<file path="config.mk">
export PLATFORM = sky130hd
export DESIGN_NAME = mbf_slave_end_flat
export DESIGN_NICKNAME = d
export VERILOG_FILES = /design/src/design/mbf_pkg.sv /design/src/design/mbf_link_if.sv /design/src/design/mbf_slave_end.sv /design/src/flat_wrapper.sv
export SDC_FILE = /design/constraint.sdc
export NUM_CORES = 1
export LEC_CHECK = 0
export BUFFER_PORTS_ARGS = -buffer_cell sky130_fd_sc_hd__buf_2
export CORE_ASPECT_RATIO = 0.8
export CORE_MARGIN = 5
export CORE_UTILIZATION = 54
export DETAILED_ROUTE_END_ITERATION = 8
export HOLD_SLACK_MARGIN = 0.06
export MAX_ROUTING_LAYER = met4
export PLACE_DENSITY = 0.71
export SLEW_MARGIN = 20
export SYNTH_ARGS = -nofsm -noshare
export SYNTH_HDL_FRONTEND = slang
export SYNTH_SLANG_ARGS = --single-unit
</file>
<file path="constraint.sdc">
create_clock -name clk -period 11.8 [get_ports clk]
set_input_delay 0 -clock clk [delete_from_list [all_inputs] [get_ports clk]]
set_output_delay 0 -clock clk [all_outputs]
set_load 0.05 [all_outputs]
</file>
<file path="src/design/mbf_pkg.sv">
/*
 * Shared constants, timing counts and CRC helpers of the framer link.
 * Assumes a 100 MHz system clock and a byte-level link (no UART here).
 */
package mbf_pkg;
    // System clock rate and the cycles in one microsecond.
    localparam int CLK_HZ = 100_000_000;
    localparam int US_CYC = CLK_HZ / 1_000_000;
    // Silent interval at 9600 bps and at the faster rates, in us.
    localparam int SILENT_SLOW_US = 5500;
    localparam int SILENT_FAST_US = 3500;
    // Extra spacing after a broadcast, in us.
    localparam int BCAST_EXTRA_US = 5000;
    // Unit of the turnaround wait count, and one millisecond, in us.
    localparam int WAIT_UNIT_US = 100;
    localparam int MS_US = 1000;
    // Derived cycle counts; all are far above one cycle.
    localparam int SILENT_SLOW_CYC = SILENT_SLOW_US * US_CYC;
    localparam int SILENT_FAST_CYC = SILENT_FAST_US * US_CYC;
    localparam int BCAST_EXTRA_CYC = BCAST_EXTRA_US * US_CYC;
    localparam int WAIT_UNIT_CYC = WAIT_UNIT_US * US_CYC;
    localparam int MS_CYC = MS_US * US_CYC;
    // Rate select code for 9600 bps; other codes are the faster rates.
    localparam logic [2:0] RATE_9600 = 3'h0;
    // Addresses and supported function codes.
    localparam logic [7:0] ADDR_BCAST = 8'h00;
    localparam logic [7:0] FC_READ = 8'h03;
    localparam logic [7:0] FC_WR1 = 8'h06;
    localparam logic [7:0] FC_DIAG = 8'h08;
    localparam logic [7:0] FC_WRN = 8'h10;
    // Frame lengths in bytes.
    localparam logic [8:0] LEN_FIXED = 9'h008;
    localparam logic [8:0] LEN_WRN_BASE = 9'h009;
    localparam logic [8:0] LEN_WRN_MIN = 9'h00B;
    localparam logic [8:0] LEN_WRN_MAX = 9'h029;
    localparam logic [8:0] LEN_MIN = 9'h004;
    localparam logic [8:0] LEN_MAX = 9'h100;
    // Position of the byte count in a multiple-write query.
    localparam logic [8:0] BCNT_POS = 9'h006;
    // Reset values of the programmable times.
    localparam logic [13:0] WAIT_DEFAULT = 14'h0064;
    localparam logic [13:0] TIMEOUT_DEFAULT = 14'h0000;
    // CRC-16 start value and reflected polynomial.
    localparam logic [15:0] CRC_INIT = 16'hFFFF;
    localparam logic [15:0] CRC_POLY = 16'hA001;

    // One byte into the CRC: xor low bits, then eight right shifts.
    function automatic logic [15:0] crc_byte(input logic [15:0] c,
                                             input logic [7:0] b);
        logic [15:0] r;
        r = c ^ {8'h00, b};
        for (int i = 0; i < 8; i++) begin
            r = r[0] ? ((r >> 1) ^ CRC_POLY) : (r >> 1);
        end
        return r;
    endfunction

    // Expected query length for a code, zero when unsupported.
    function automatic logic [8:0] fc_len(input logic [7:0] fc,
                                          input logic [7:0] bcnt);
        case (fc)
            FC_READ, FC_WR1, FC_DIAG: fc_len = LEN_FIXED;
            FC_WRN: fc_len = LEN_WRN_BASE + {1'b0, bcnt};
            default: fc_len = 9'h000;
        endcase
    endfunction
endpackage

</file>
<file path="src/design/mbf_link_if.sv">
/*
 * Byte-level half-duplex link between the master end and the slave end.
 * Assumes both ends share clk; each end drives its own set of signals.
 */
`timescale 1ns/100ps
interface mbf_link_if;
    logic m_valid; // Master byte strobe, one cycle per byte.
    logic [7:0] m_data; // Master byte.
    logic m_err; // Byte carried a framing or parity error.
    logic m_de; // Master line driver on.
    logic s_valid; // Slave byte strobe.
    logic [7:0] s_data; // Slave byte.
    logic s_de; // Slave line driver on.
    modport master (output m_valid, m_data, m_err, m_de,
                    input s_valid, s_data, s_de);
    modport slave (input m_valid, m_data, m_err, m_de,
                   output s_valid, s_data, s_de);
endinterface

</file>
<file path="src/design/mbf_slave_end.sv">
/*
 * Slave end of the framer: query reception and checking, timeout
 * monitor, response FIFO and response transmission with CRC.
 * Assumes a byte-level link whose bytes are synchronous to clk.
 */
`timescale 1ns/100ps

// Response byte FIFO; width and depth shape its storage.
module mbf_fifo #(
    parameter int W = 9,
    parameter int D = 16
) (
    input wire logic clk,
    input wire logic rst,
    input wire logic in_valid,
    output logic in_ready,
    input wire logic [W-1:0] in_data,
    output logic out_valid,
    input wire logic out_ready,
    output logic [W-1:0] out_data
);
    localparam int AW = $clog2(D);
    logic [W-1:0] mem [D]; // Storage, written only on a push.
    logic [AW:0] wp_r, wp_nxt; // Write pointer with wrap bit.
    logic [AW:0] rp_r, rp_nxt; // Read pointer with wrap bit.
    logic push, pop;

    // Full when pointers differ only in the wrap bit.
    assign in_ready = !((wp_r[AW] != rp_r[AW]) &&
                        (wp_r[AW-1:0] == rp_r[AW-1:0]));
    assign out_valid = (wp_r != rp_r);
    assign out_data = mem[rp_r[AW-1:0]];
    assign push = in_valid && in_ready;
    assign pop = out_valid && out_ready;

    // Pointer advance.
    always_comb begin
        wp_nxt = push ? wp_r + 1'b1 : wp_r;
        rp_nxt = pop ? rp_r + 1'b1 : rp_r;
    end

    // Pointer registers.
    always_ff @(posedge clk or posedge rst) begin
        if (rst) begin
            wp_r <= '0;
            rp_r <= '0;
        end else begin
            wp_r <= wp_nxt;
            rp_r <= rp_nxt;
        end
    end

    // Storage has no reset; it is never read while empty.
    always_ff @(posedge clk) begin
        if (push) begin
            mem[wp_r[AW-1:0]] <= in_data;
        end
    end
endmodule

module mbf_slave_end
    import mbf_pkg::*;
#(
    parameter int FIFO_DEPTH = 16,
    parameter int SILENT_SLOW = SILENT_SLOW_CYC,
    parameter int SILENT_FAST = SILENT_FAST_CYC,
    parameter int WAIT_UNIT = WAIT_UNIT_CYC,
    parameter int MS_TICK = MS_CYC
) (
    input wire logic clk,
    input wire logic rst,
    mbf_link_if.slave link,
    input wire logic [7:0] my_addr,
    input wire logic [2:0] rate_sel,
    input wire logic [13:0] wait_cnt,
    input wire logic [13:0] timeout_ms,
    output logic qry_valid,
    output logic [7:0] qry_data,
    output logic qry_done,
    output logic qry_bcast,
    output logic qry_known,
    input wire logic rsp_valid,
    input wire logic [7:0] rsp_data,
    input wire logic rsp_last,
    output logic rsp_ready,
    output logic rsp_busy,
    output logic timeout_alarm
);
    import mbf_pkg::*;

    typedef enum {TX_IDLE, TX_WAIT, TX_DATA, TX_CRCL, TX_CRCH} mbf_tx_t;

    logic [31:0] silent; // Silent interval for the selected rate.
    logic rx_byte; // A byte arrives while we are not driving.
    logic [8:0] exp_len; // Length expected from the function code.
    logic frame_end; // Idle gap closes the open frame.
    logic accept; // Closed frame passed every check.

    // Receive state.
    logic in_frame_r, in_frame_nxt;
    logic [8:0] len_r, len_nxt; // Saturates just above the maximum.
    logic [15:0] rcrc_r, rcrc_nxt;
    logic err_r, err_nxt;
    logic [7:0] addr_r, addr_nxt, fc_r, fc_nxt, bcnt_r, bcnt_nxt;
    logic [31:0] idle_r, idle_nxt;
    logic qv_r, qv_nxt, qd_r, qd_nxt, qb_r, qb_nxt, qk_r, qk_nxt;
    logic [7:0] qdat_r, qdat_nxt;

    // Transmit state.
    mbf_tx_t tx_r, tx_nxt;
    logic [31:0] tcnt_r, tcnt_nxt; // Turnaround countdown.
    logic [15:0] tcrc_r, tcrc_nxt;
    logic sv_r, sv_nxt, de_r, de_nxt;
    logic [7:0] sdat_r, sdat_nxt;

    // Timeout state.
    logic [31:0] mscnt_r, mscnt_nxt;
    logic [13:0] tmo_r, tmo_nxt;
    logic alarm_r, alarm_nxt;

    // FIFO drain side.
    logic f_valid, f_ready;
    logic [8:0] f_data;

    assign silent = (rate_sel == RATE_9600) ? SILENT_SLOW
                                            : SILENT_FAST;
    // Our own transmission never reads back as a query.
    assign rx_byte = link.m_valid && !de_r;
    assign exp_len = fc_len(fc_r, bcnt_r);
    assign frame_end = in_frame_r && !rx_byte &&
                       (idle_r >= silent - 1);

    // Frame checks, evaluated when the idle gap closes the frame.
    always_comb begin
        accept = !err_r && (len_r <= LEN_MAX)
                 && (len_r >= LEN_MIN) && (rcrc_r == 16'h0000);
        if (addr_r != ADDR_BCAST && addr_r != my_addr) begin
            accept = 1'b0;
        end
        if (exp_len != 9'h000 && len_r != exp_len) begin
            accept = 1'b0;
        end
        if (fc_r == FC_WRN && (len_r < LEN_WRN_MIN ||
                               len_r > LEN_WRN_MAX)) begin
            accept = 1'b0;
        end
        // Only the two write codes may arrive as a broadcast.
        if (addr_r == ADDR_BCAST && fc_r != FC_WR1 &&
            fc_r != FC_WRN) begin
            accept = 1'b0;
        end
    end

    // Receive path: byte capture, running CRC, length and idle gap.
    always_comb begin
        in_frame_nxt = in_frame_r;
        len_nxt = len_r;
        rcrc_nxt = rcrc_r;
        err_nxt = err_r;
        addr_nxt = addr_r;
        fc_nxt = fc_r;
        bcnt_nxt = bcnt_r;
        idle_nxt = in_frame_r ? idle_r + 1 : 32'h0000_0000;
        qv_nxt = 1'b0;
        qd_nxt = 1'b0;
        qdat_nxt = qdat_r;
        qb_nxt = qb_r;
        qk_nxt = qk_r;
        if (rx_byte) begin
            // First byte of a frame restarts the CRC from all ones.
            rcrc_nxt = crc_byte(in_frame_r ? rcrc_r : CRC_INIT,
                                link.m_data);
            len_nxt = in_frame_r ? len_r : 9'h000;
            if (len_nxt <= LEN_MAX) begin
                len_nxt = len_nxt + 1'b1;
            end
            err_nxt = (in_frame_r && err_r) || link.m_err;
            if (!in_frame_r) begin
                addr_nxt = link.m_data;
            end else if (len_r == 9'h001) begin
                fc_nxt = link.m_data;
            end else if (len_r == BCNT_POS) begin
                bcnt_nxt = link.m_data;
            end
            if (!in_frame_r) begin
                fc_nxt = 8'h00;
                bcnt_nxt = 8'h00;
            end
            in_frame_nxt = 1'b1;
            idle_nxt = 32'h0000_0000;
            qv_nxt = 1'b1;
            qdat_nxt = link.m_data;
        end else if (frame_end) begin
            in_frame_nxt = 1'b0;
            qd_nxt = accept;
            qb_nxt = (addr_r == ADDR_BCAST);
            qk_nxt = (exp_len != 9'h000);
        end
    end

    // Receive registers.
    always_ff @(posedge clk or posedge rst) begin
        if (rst) begin
            in_frame_r <= 1'b0;
            len_r <= 9'h000;
            rcrc_r <= CRC_INIT;
            err_r <= 1'b0;
            addr_r <= 8'h00;
            fc_r <= 8'h00;
            bcnt_r <= 8'h00;
            idle_r <= 32'h0000_0000;
            qv_r <= 1'b0;
            qd_r <= 1'b0;
            qdat_r <= 8'h00;
            qb_r <= 1'b0;
            qk_r <= 1'b0;
        end else begin
            in_frame_r <= in_frame_nxt;
            len_r <= len_nxt;
            rcrc_r <= rcrc_nxt;
            err_r <= err_nxt;
            addr_r <= addr_nxt;
            fc_r <= fc_nxt;
            bcnt_r <= bcnt_nxt;
            idle_r <= idle_nxt;
            qv_r <= qv_nxt;
            qd_r <= qd_nxt;
            qdat_r <= qdat_nxt;
            qb_r <= qb_nxt;
            qk_r <= qk_nxt;
        end
    end

    // Response bytes queue here while the user builds them.
    mbf_fifo #(.W(9), .D(FIFO_DEPTH)) u_fifo (
        .clk(clk),
        .rst(rst),
        .in_valid(rsp_valid),
        .in_ready(rsp_ready),
        .in_data({rsp_last, rsp_data}),
        .out_valid(f_valid),
        .out_ready(f_ready),
        .out_data(f_data)
    );

    // Drain stalls until the turnaround wait is over.
    assign f_ready = (tx_r == TX_DATA);

    // Transmit sequence: turnaround, payload, then the two CRC bytes.
    always_comb begin
        tx_nxt = tx_r;
        tcnt_nxt = tcnt_r;
        tcrc_nxt = tcrc_r;
        sv_nxt = 1'b0;
        sdat_nxt = sdat_r;
        de_nxt = de_r;
        case (tx_r)
            TX_IDLE: begin
                // Driver stays on through the last CRC byte, then drops.
                de_nxt = 1'b0;
                // Broadcasts are executed by the user but never answered.
                if (qd_r && !qb_r) begin
                    de_nxt = 1'b1;
                    tcnt_nxt = silent + wait_cnt * WAIT_UNIT;
                    tx_nxt = TX_WAIT;
                end
            end
            TX_WAIT: begin
                if (tcnt_r <= 32'h0000_0001) begin
                    tcrc_nxt = CRC_INIT;
                    tx_nxt = TX_DATA;
                end else begin
                    tcnt_nxt = tcnt_r - 1;
                end
            end
            TX_DATA: begin
                if (f_valid) begin
                    sv_nxt = 1'b1;
                    sdat_nxt = f_data[7:0];
                    tcrc_nxt = crc_byte(tcrc_r, f_data[7:0]);
                    if (f_data[8]) begin
                        tx_nxt = TX_CRCL;
                    end
                end
            end
            TX_CRCL: begin
                sv_nxt = 1'b1;
                sdat_nxt = tcrc_r[7:0];
                tx_nxt = TX_CRCH;
            end
            TX_CRCH: begin
                sv_nxt = 1'b1;
                sdat_nxt = tcrc_r[15:8];
                tx_nxt = TX_IDLE;
            end
            default: begin
                de_nxt = 1'b0;
                tx_nxt = TX_IDLE;
            end
        endcase
    end

    // Transmit registers.
    always_ff @(posedge clk or posedge rst) begin
        if (rst) begin
            tx_r <= TX_IDLE;
            tcnt_r <= 32'h0000_0000;
            tcrc_r <= CRC_INIT;
            sv_r <= 1'b0;
            sdat_r <= 8'h00;
            de_r <= 1'b0;
        end else begin
            tx_r <= tx_nxt;
            tcnt_r <= tcnt_nxt;
            tcrc_r <= tcrc_nxt;
            sv_r <= sv_nxt;
            sdat_r <= sdat_nxt;
            de_r <= de_nxt;
        end
    end

    // Timeout monitor: millisecond count since the last received byte.
    // A fresh byte restarts the gap and wins over a same-cycle expiry.
    always_comb begin
        mscnt_nxt = mscnt_r + 1;
        tmo_nxt = tmo_r;
        alarm_nxt = alarm_r;
        if (mscnt_r >= MS_TICK - 1) begin
            mscnt_nxt = 32'h0000_0000;
            if (tmo_r != 14'h3FFF) begin
                tmo_nxt = tmo_r + 1'b1;
            end
        end
        if (timeout_ms != TIMEOUT_DEFAULT && tmo_r >= timeout_ms) begin
            alarm_nxt = 1'b1;
        end
        if (timeout_ms == TIMEOUT_DEFAULT || rx_byte) begin
            tmo_nxt = 14'h0000;
            mscnt_nxt = 32'h0000_0000;
            alarm_nxt = 1'b0;
        end
    end

    // Timeout registers.
    always_ff @(posedge clk or posedge rst) begin
        if (rst) begin
            mscnt_r <= 32'h0000_0000;
            tmo_r <= 14'h0000;
            alarm_r <= 1'b0;
        end else begin
            mscnt_r <= mscnt_nxt;
            tmo_r <= tmo_nxt;
            alarm_r <= alarm_nxt;
        end
    end

    assign link.s_valid = sv_r;
    assign link.s_data = sdat_r;
    assign link.s_de = de_r;
    assign qry_valid = qv_r;
    assign qry_data = qdat_r;
    assign qry_done = qd_r;
    assign qry_bcast = qb_r;
    assign qry_known = qk_r;
    assign rsp_busy = (tx_r != TX_IDLE);
    assign timeout_alarm = alarm_r;
endmodule

</file>
<file path="src/flat_wrapper.sv">
// flat-port wrapper written by rule: the top's interface ports become plain ports
module mbf_slave_end_flat import mbf_pkg::*;
#(
    parameter int FIFO_DEPTH = 16,
    parameter int SILENT_SLOW = SILENT_SLOW_CYC,
    parameter int SILENT_FAST = SILENT_FAST_CYC,
    parameter int WAIT_UNIT = WAIT_UNIT_CYC,
    parameter int MS_TICK = MS_CYC
)
  (clk, rst, my_addr, rate_sel, wait_cnt, timeout_ms, qry_valid, qry_data, qry_done, qry_bcast, qry_known, rsp_valid, rsp_data, rsp_last, rsp_ready, rsp_busy, timeout_alarm, link_m_valid, link_m_data, link_m_err, link_m_de, link_s_valid, link_s_data, link_s_de);
  mbf_link_if link_i ();
  input wire logic clk;
  input wire logic rst;
  input wire logic [7:0] my_addr;
  input wire logic [2:0] rate_sel;
  input wire logic [13:0] wait_cnt;
  input wire logic [13:0] timeout_ms;
  output logic qry_valid;
  output logic [7:0] qry_data;
  output logic qry_done;
  output logic qry_bcast;
  output logic qry_known;
  input wire logic rsp_valid;
  input wire logic [7:0] rsp_data;
  input wire logic rsp_last;
  output logic rsp_ready;
  output logic rsp_busy;
  output logic timeout_alarm;
  input wire logic [$bits(link_i.m_valid)-1:0] link_m_valid;
  input wire logic [$bits(link_i.m_data)-1:0] link_m_data;
  input wire logic [$bits(link_i.m_err)-1:0] link_m_err;
  input wire logic [$bits(link_i.m_de)-1:0] link_m_de;
  output wire logic [$bits(link_i.s_valid)-1:0] link_s_valid;
  output wire logic [$bits(link_i.s_data)-1:0] link_s_data;
  output wire logic [$bits(link_i.s_de)-1:0] link_s_de;
  assign link_i.m_valid = link_m_valid;
  assign link_i.m_data = link_m_data;
  assign link_i.m_err = link_m_err;
  assign link_i.m_de = link_m_de;
  assign link_s_valid = link_i.s_valid;
  assign link_s_data = link_i.s_data;
  assign link_s_de = link_i.s_de;
  mbf_slave_end #(.FIFO_DEPTH(FIFO_DEPTH), .SILENT_SLOW(SILENT_SLOW), .SILENT_FAST(SILENT_FAST), .WAIT_UNIT(WAIT_UNIT), .MS_TICK(MS_TICK)) u_core (.clk(clk), .rst(rst), .link(link_i), .my_addr(my_addr), .rate_sel(rate_sel), .wait_cnt(wait_cnt), .timeout_ms(timeout_ms), .qry_valid(qry_valid), .qry_data(qry_data), .qry_done(qry_done), .qry_bcast(qry_bcast), .qry_known(qry_known), .rsp_valid(rsp_valid), .rsp_data(rsp_data), .rsp_last(rsp_last), .rsp_ready(rsp_ready), .rsp_busy(rsp_busy), .timeout_alarm(timeout_alarm));
endmodule
</file>
==> results.md <==
* Hold slack final at 0.117 ns
* Hpwl dp at approximately 28,000 um
* Slew Viols, Final at 0
* Hold Path Class: in -> async
* Most common cell in the netlist: nand2_1
* Leak Pwr at approximately 9.4 nW
* PortBufs at 85
* Largest net degree at the start of global routing at around 150
* Outcome: finished, final reports clean
* Top cell type by total area after synthesis: dfrtp_1
* Number of global-route vias before repair at approximately 13,000
* EDFF count, synth at roughly 140
* Drt drc at 0
* Post-Route Skew at approximately 0.022 ns
* DR pass1 iterations at 5
* Worst EP required at ~12 ns
* Chip height at 181 um
* Fin crit period at 5.58 ns
* Cell Area, Synth at 0.0198 mm^2
* Post-Synth XOR/XNOR Area at under 10%
* Final hold violation count at 0
* Total wire length at approximately 41,000 um
* Synthesized flop and latch total at between 300 and 400
* Via density at 5.64
* CORE AREA at around 0.036 mm^2
* Part of the cycle the worst path needs at a little under half
* Seq/Total Area, Yosys at 48.9%
* Distinct cell type count after synthesis at 82
* Post-route worst setup slack at 6.22 ns
* Mux contribution to synthesized area at between 6 and 7%
* Post-synth top flop: dfrtp_1
* PostCTS Resize Cnt at 0
* Post-route ant nets at 0
* Fillers at between 2,000 and 3,000
* Initial DRC Count at between 1,000 and 1,500
* Share of the synthesized area in the top cell type at a little under a quarter
* TritonCTS clock tree: done
* Postcts setup bufs at 0
* Fin cells at 2,427
* # Max-Cap Violations at 0
* Maximum vdd drop at between 150 and 200 uV
* CTS Sinks at roughly 360
* Chip Width at roughly 220 um
* Initial antenna violation count at 0
* RSZ-0062 raised after global routing: false
* I/O pin total at 87
* Avg WL per Cell at roughly 17 um
* Synth Area in Adders at approximately a tenth
* Total gr overflow at 0
* Cell Area, Placed at approximately 0.021 mm^2
* Critical path type: in -> reg
* Pre-CTS setup slack at ~6.1 ns
* F_max at between 150 and 200 MHz
* First-pass GRT wire length at approximately 70,000 um
* Compound-Gate Fraction of Synth Area at under 10%
* Fraction of registers with async set/reset at about three fifths
* Final setup TNS at 0 ns
* Startpoint types: input port
* Initial Util at between 50% and 60%
* Final Cell Area at approximately 0.022 mm^2
* Share of cells above drive strength 1 at 11.9%
* Post-Synth Simple-Gate Area at approximately 14%
* Worst-margin pin slew at roughly 1.1 ns
* CTS Buf Count at 37
* Rows at between 60 and 70
* Clock-pin slew on the worst setup and hold paths at around 0.06 ns
* Synth top area cells: dfrtp_1 (23%), edfxtp_1 (22%), ha_1 (6.8%)
* Clock Latency Late Sink at around 0.55 ns
* Critical Path Source: wait_cnt[3]
* CP Capture Type: flop
* H-tree levels at 2
* Power Density at 192 mW/mm^2
* Final #Nets at 2,120
* Clock Root Buffer: clkbuf_16
* Synth top cells by count: nand2_1 (195), dfrtp_1 (181), nor2_1 (176), edfxtp_1 (144), inv_1 (131)
* Area growth syn-to-layout at 12.2%
* Mapped Avg Cell Area at 10.9 um^2
* Crit Reg-Reg Startpoint: u_core.link.s_de
* Synth Warn # at 0
* RePlAce Congestion at roughly 0.87
* CP arrival at around 6.0 ns
* Main combinational cell family by area after synthesis: simple AND/OR/NAND/NOR gates
* Via count at about 14,000
* CTS Buffer Depth at 3
* Die area at 0.0407 mm^2
* Overall routing resource usage at 21.0%
* Cells after DPL at 2,334
* Worst slew margin at about 28%
* Mapped Cells at roughly 1,800
* # setup viols final at 0
* N_diodes at 0
* CP max FO at 6
## report_power, final
part	switching, mW	internal [mW]
registers	0.109	1.45
logic	0.843	0.671
clock network	0.484	0.710
total	1.44	2.83
## stage by stage
step	power, mW	utilization (%)
after CTS	4.29	61.6
after detailed placement	3.08	57.4
after global placement	3.04	57.4
final	4.26	61.6
after global routing	4.55	61.6
after floorplan	2.77	-
## cell usage in the layout, fill, tap and decap left out, drive strengths merged, types with 16 or more instances in the layout
| master | netlist | layout |
|---|---|---|
| nand3 | 35 | 35 |
| xnor2 | 81 | 81 |
| edfxtp | 144 | 144 |
| inv | 131 | 131 |
| mux4 | 39 | 39 |
| dfrtp | 181 | 181 |
| buf | 18 | 94 |
| xor2 | 88 | 88 |
| nor3 | 30 | 30 |
| mux2i | 19 | 19 |
| nor2 | 176 | 176 |
| a21oi | 63 | 63 |
| ha | 108 | 108 |
| nand2 | 195 | 195 |
| o21ai | 103 | 103 |
| fa | 29 | 29 |
| dfstp | 32 | 32 |
| and3 | 17 | 17 |
| clkbuf | 48 | 54 |
| or3 | 16 | 16 |
| dlygate4sd3 | 0 | 28 |
| nor4 | 25 | 25 |
| nand4 | 29 | 29 |
## layer usage
layer / routed length [um] / GRT usage, % / share of wire [%] / vias to the layer above
li1: - / - / - / 6635
met1: 19500 / 30.4 / 47 / 6697
met2: 18900 / 31.8 / 46 / 290
met3: 1950 / 2.76 / 4.7 / 74
met4: 1060 / 5.62 / 2.6 / 0
met5: 0 / - / 0 / -
## cell type report
class	instances	area, um^2	share of cell area, %
clock buffers	54	1050	4.73
clock inverters	11	179	0.805
inverters	131	504	2.27
multi-input cells	1272	9430	42.4
flip-flops and latches	357	9700	43.6
well taps	480	601	2.70
repair buffers	122	773	3.48
## path summary, 6_finish.rpt
path,endpoint,slack (ns),cells after the start
max,u_core.tcnt_r[23],6.22,27
min,u_core.idle_r[31],0.12,3
max reg2reg,u_core.tmo_r[9],7.64,10
min reg2reg,u_core.idle_r[0],0.46,1
max in group asynchronous,u_core.mscnt_r[7],10.24,4
min in group clk,u_core.tmo_r[3],0.17,4
## sequential cells by signal (all words and copies together) (netlist names), 9 cells and up
register,cells
u_core.mscnt_r,32
u_core.idle_r,32
u_core.tcnt_r,32
u_core.u_fifo.mem,144
u_core.len_r,9
u_core.tmo_r,14
u_core.tcrc_r,16
u_core.rcrc_r,16
## worst max-delay path, stage by stage
cell,delay (ns)
dlygate4sd3_1,0.52
buf_2,0.18
inv_1,0.13
fa_1,0.55
inv_1,0.05
ha_1,0.16
inv_1,0.07
fa_1,0.42
inv_1,0.07
ha_1,0.15
inv_1,0.05
fa_1,0.47
inv_1,0.04
ha_1,0.35
a21o_1,0.20
a21oi_1,0.14
o21bai_1,0.08
a21o_1,0.23
xor2_1,0.17
ha_1,0.34
nand2_1,0.07
mux2i_1,0.26
o22ai_1,0.13
nor4bb_1,0.52
o21a_1,0.21
xnor2_1,0.07
a221o_1,0.35
## cells by family after synthesis
kind of cell    after synthesis
simple gates                588
buf+inv                     197
mux                          66
fa+ha+maj                   137
compound gates              296
flops                       357
other cells                   1
xor+xnor                    170
## timing repair
action | in CTS | in global routing
hold buffers | 28 | 0
endpoints found under the setup margin | 0 | 0
endpoints found under the hold margin | 317 | 0
(Power assumes the default switching activity.)
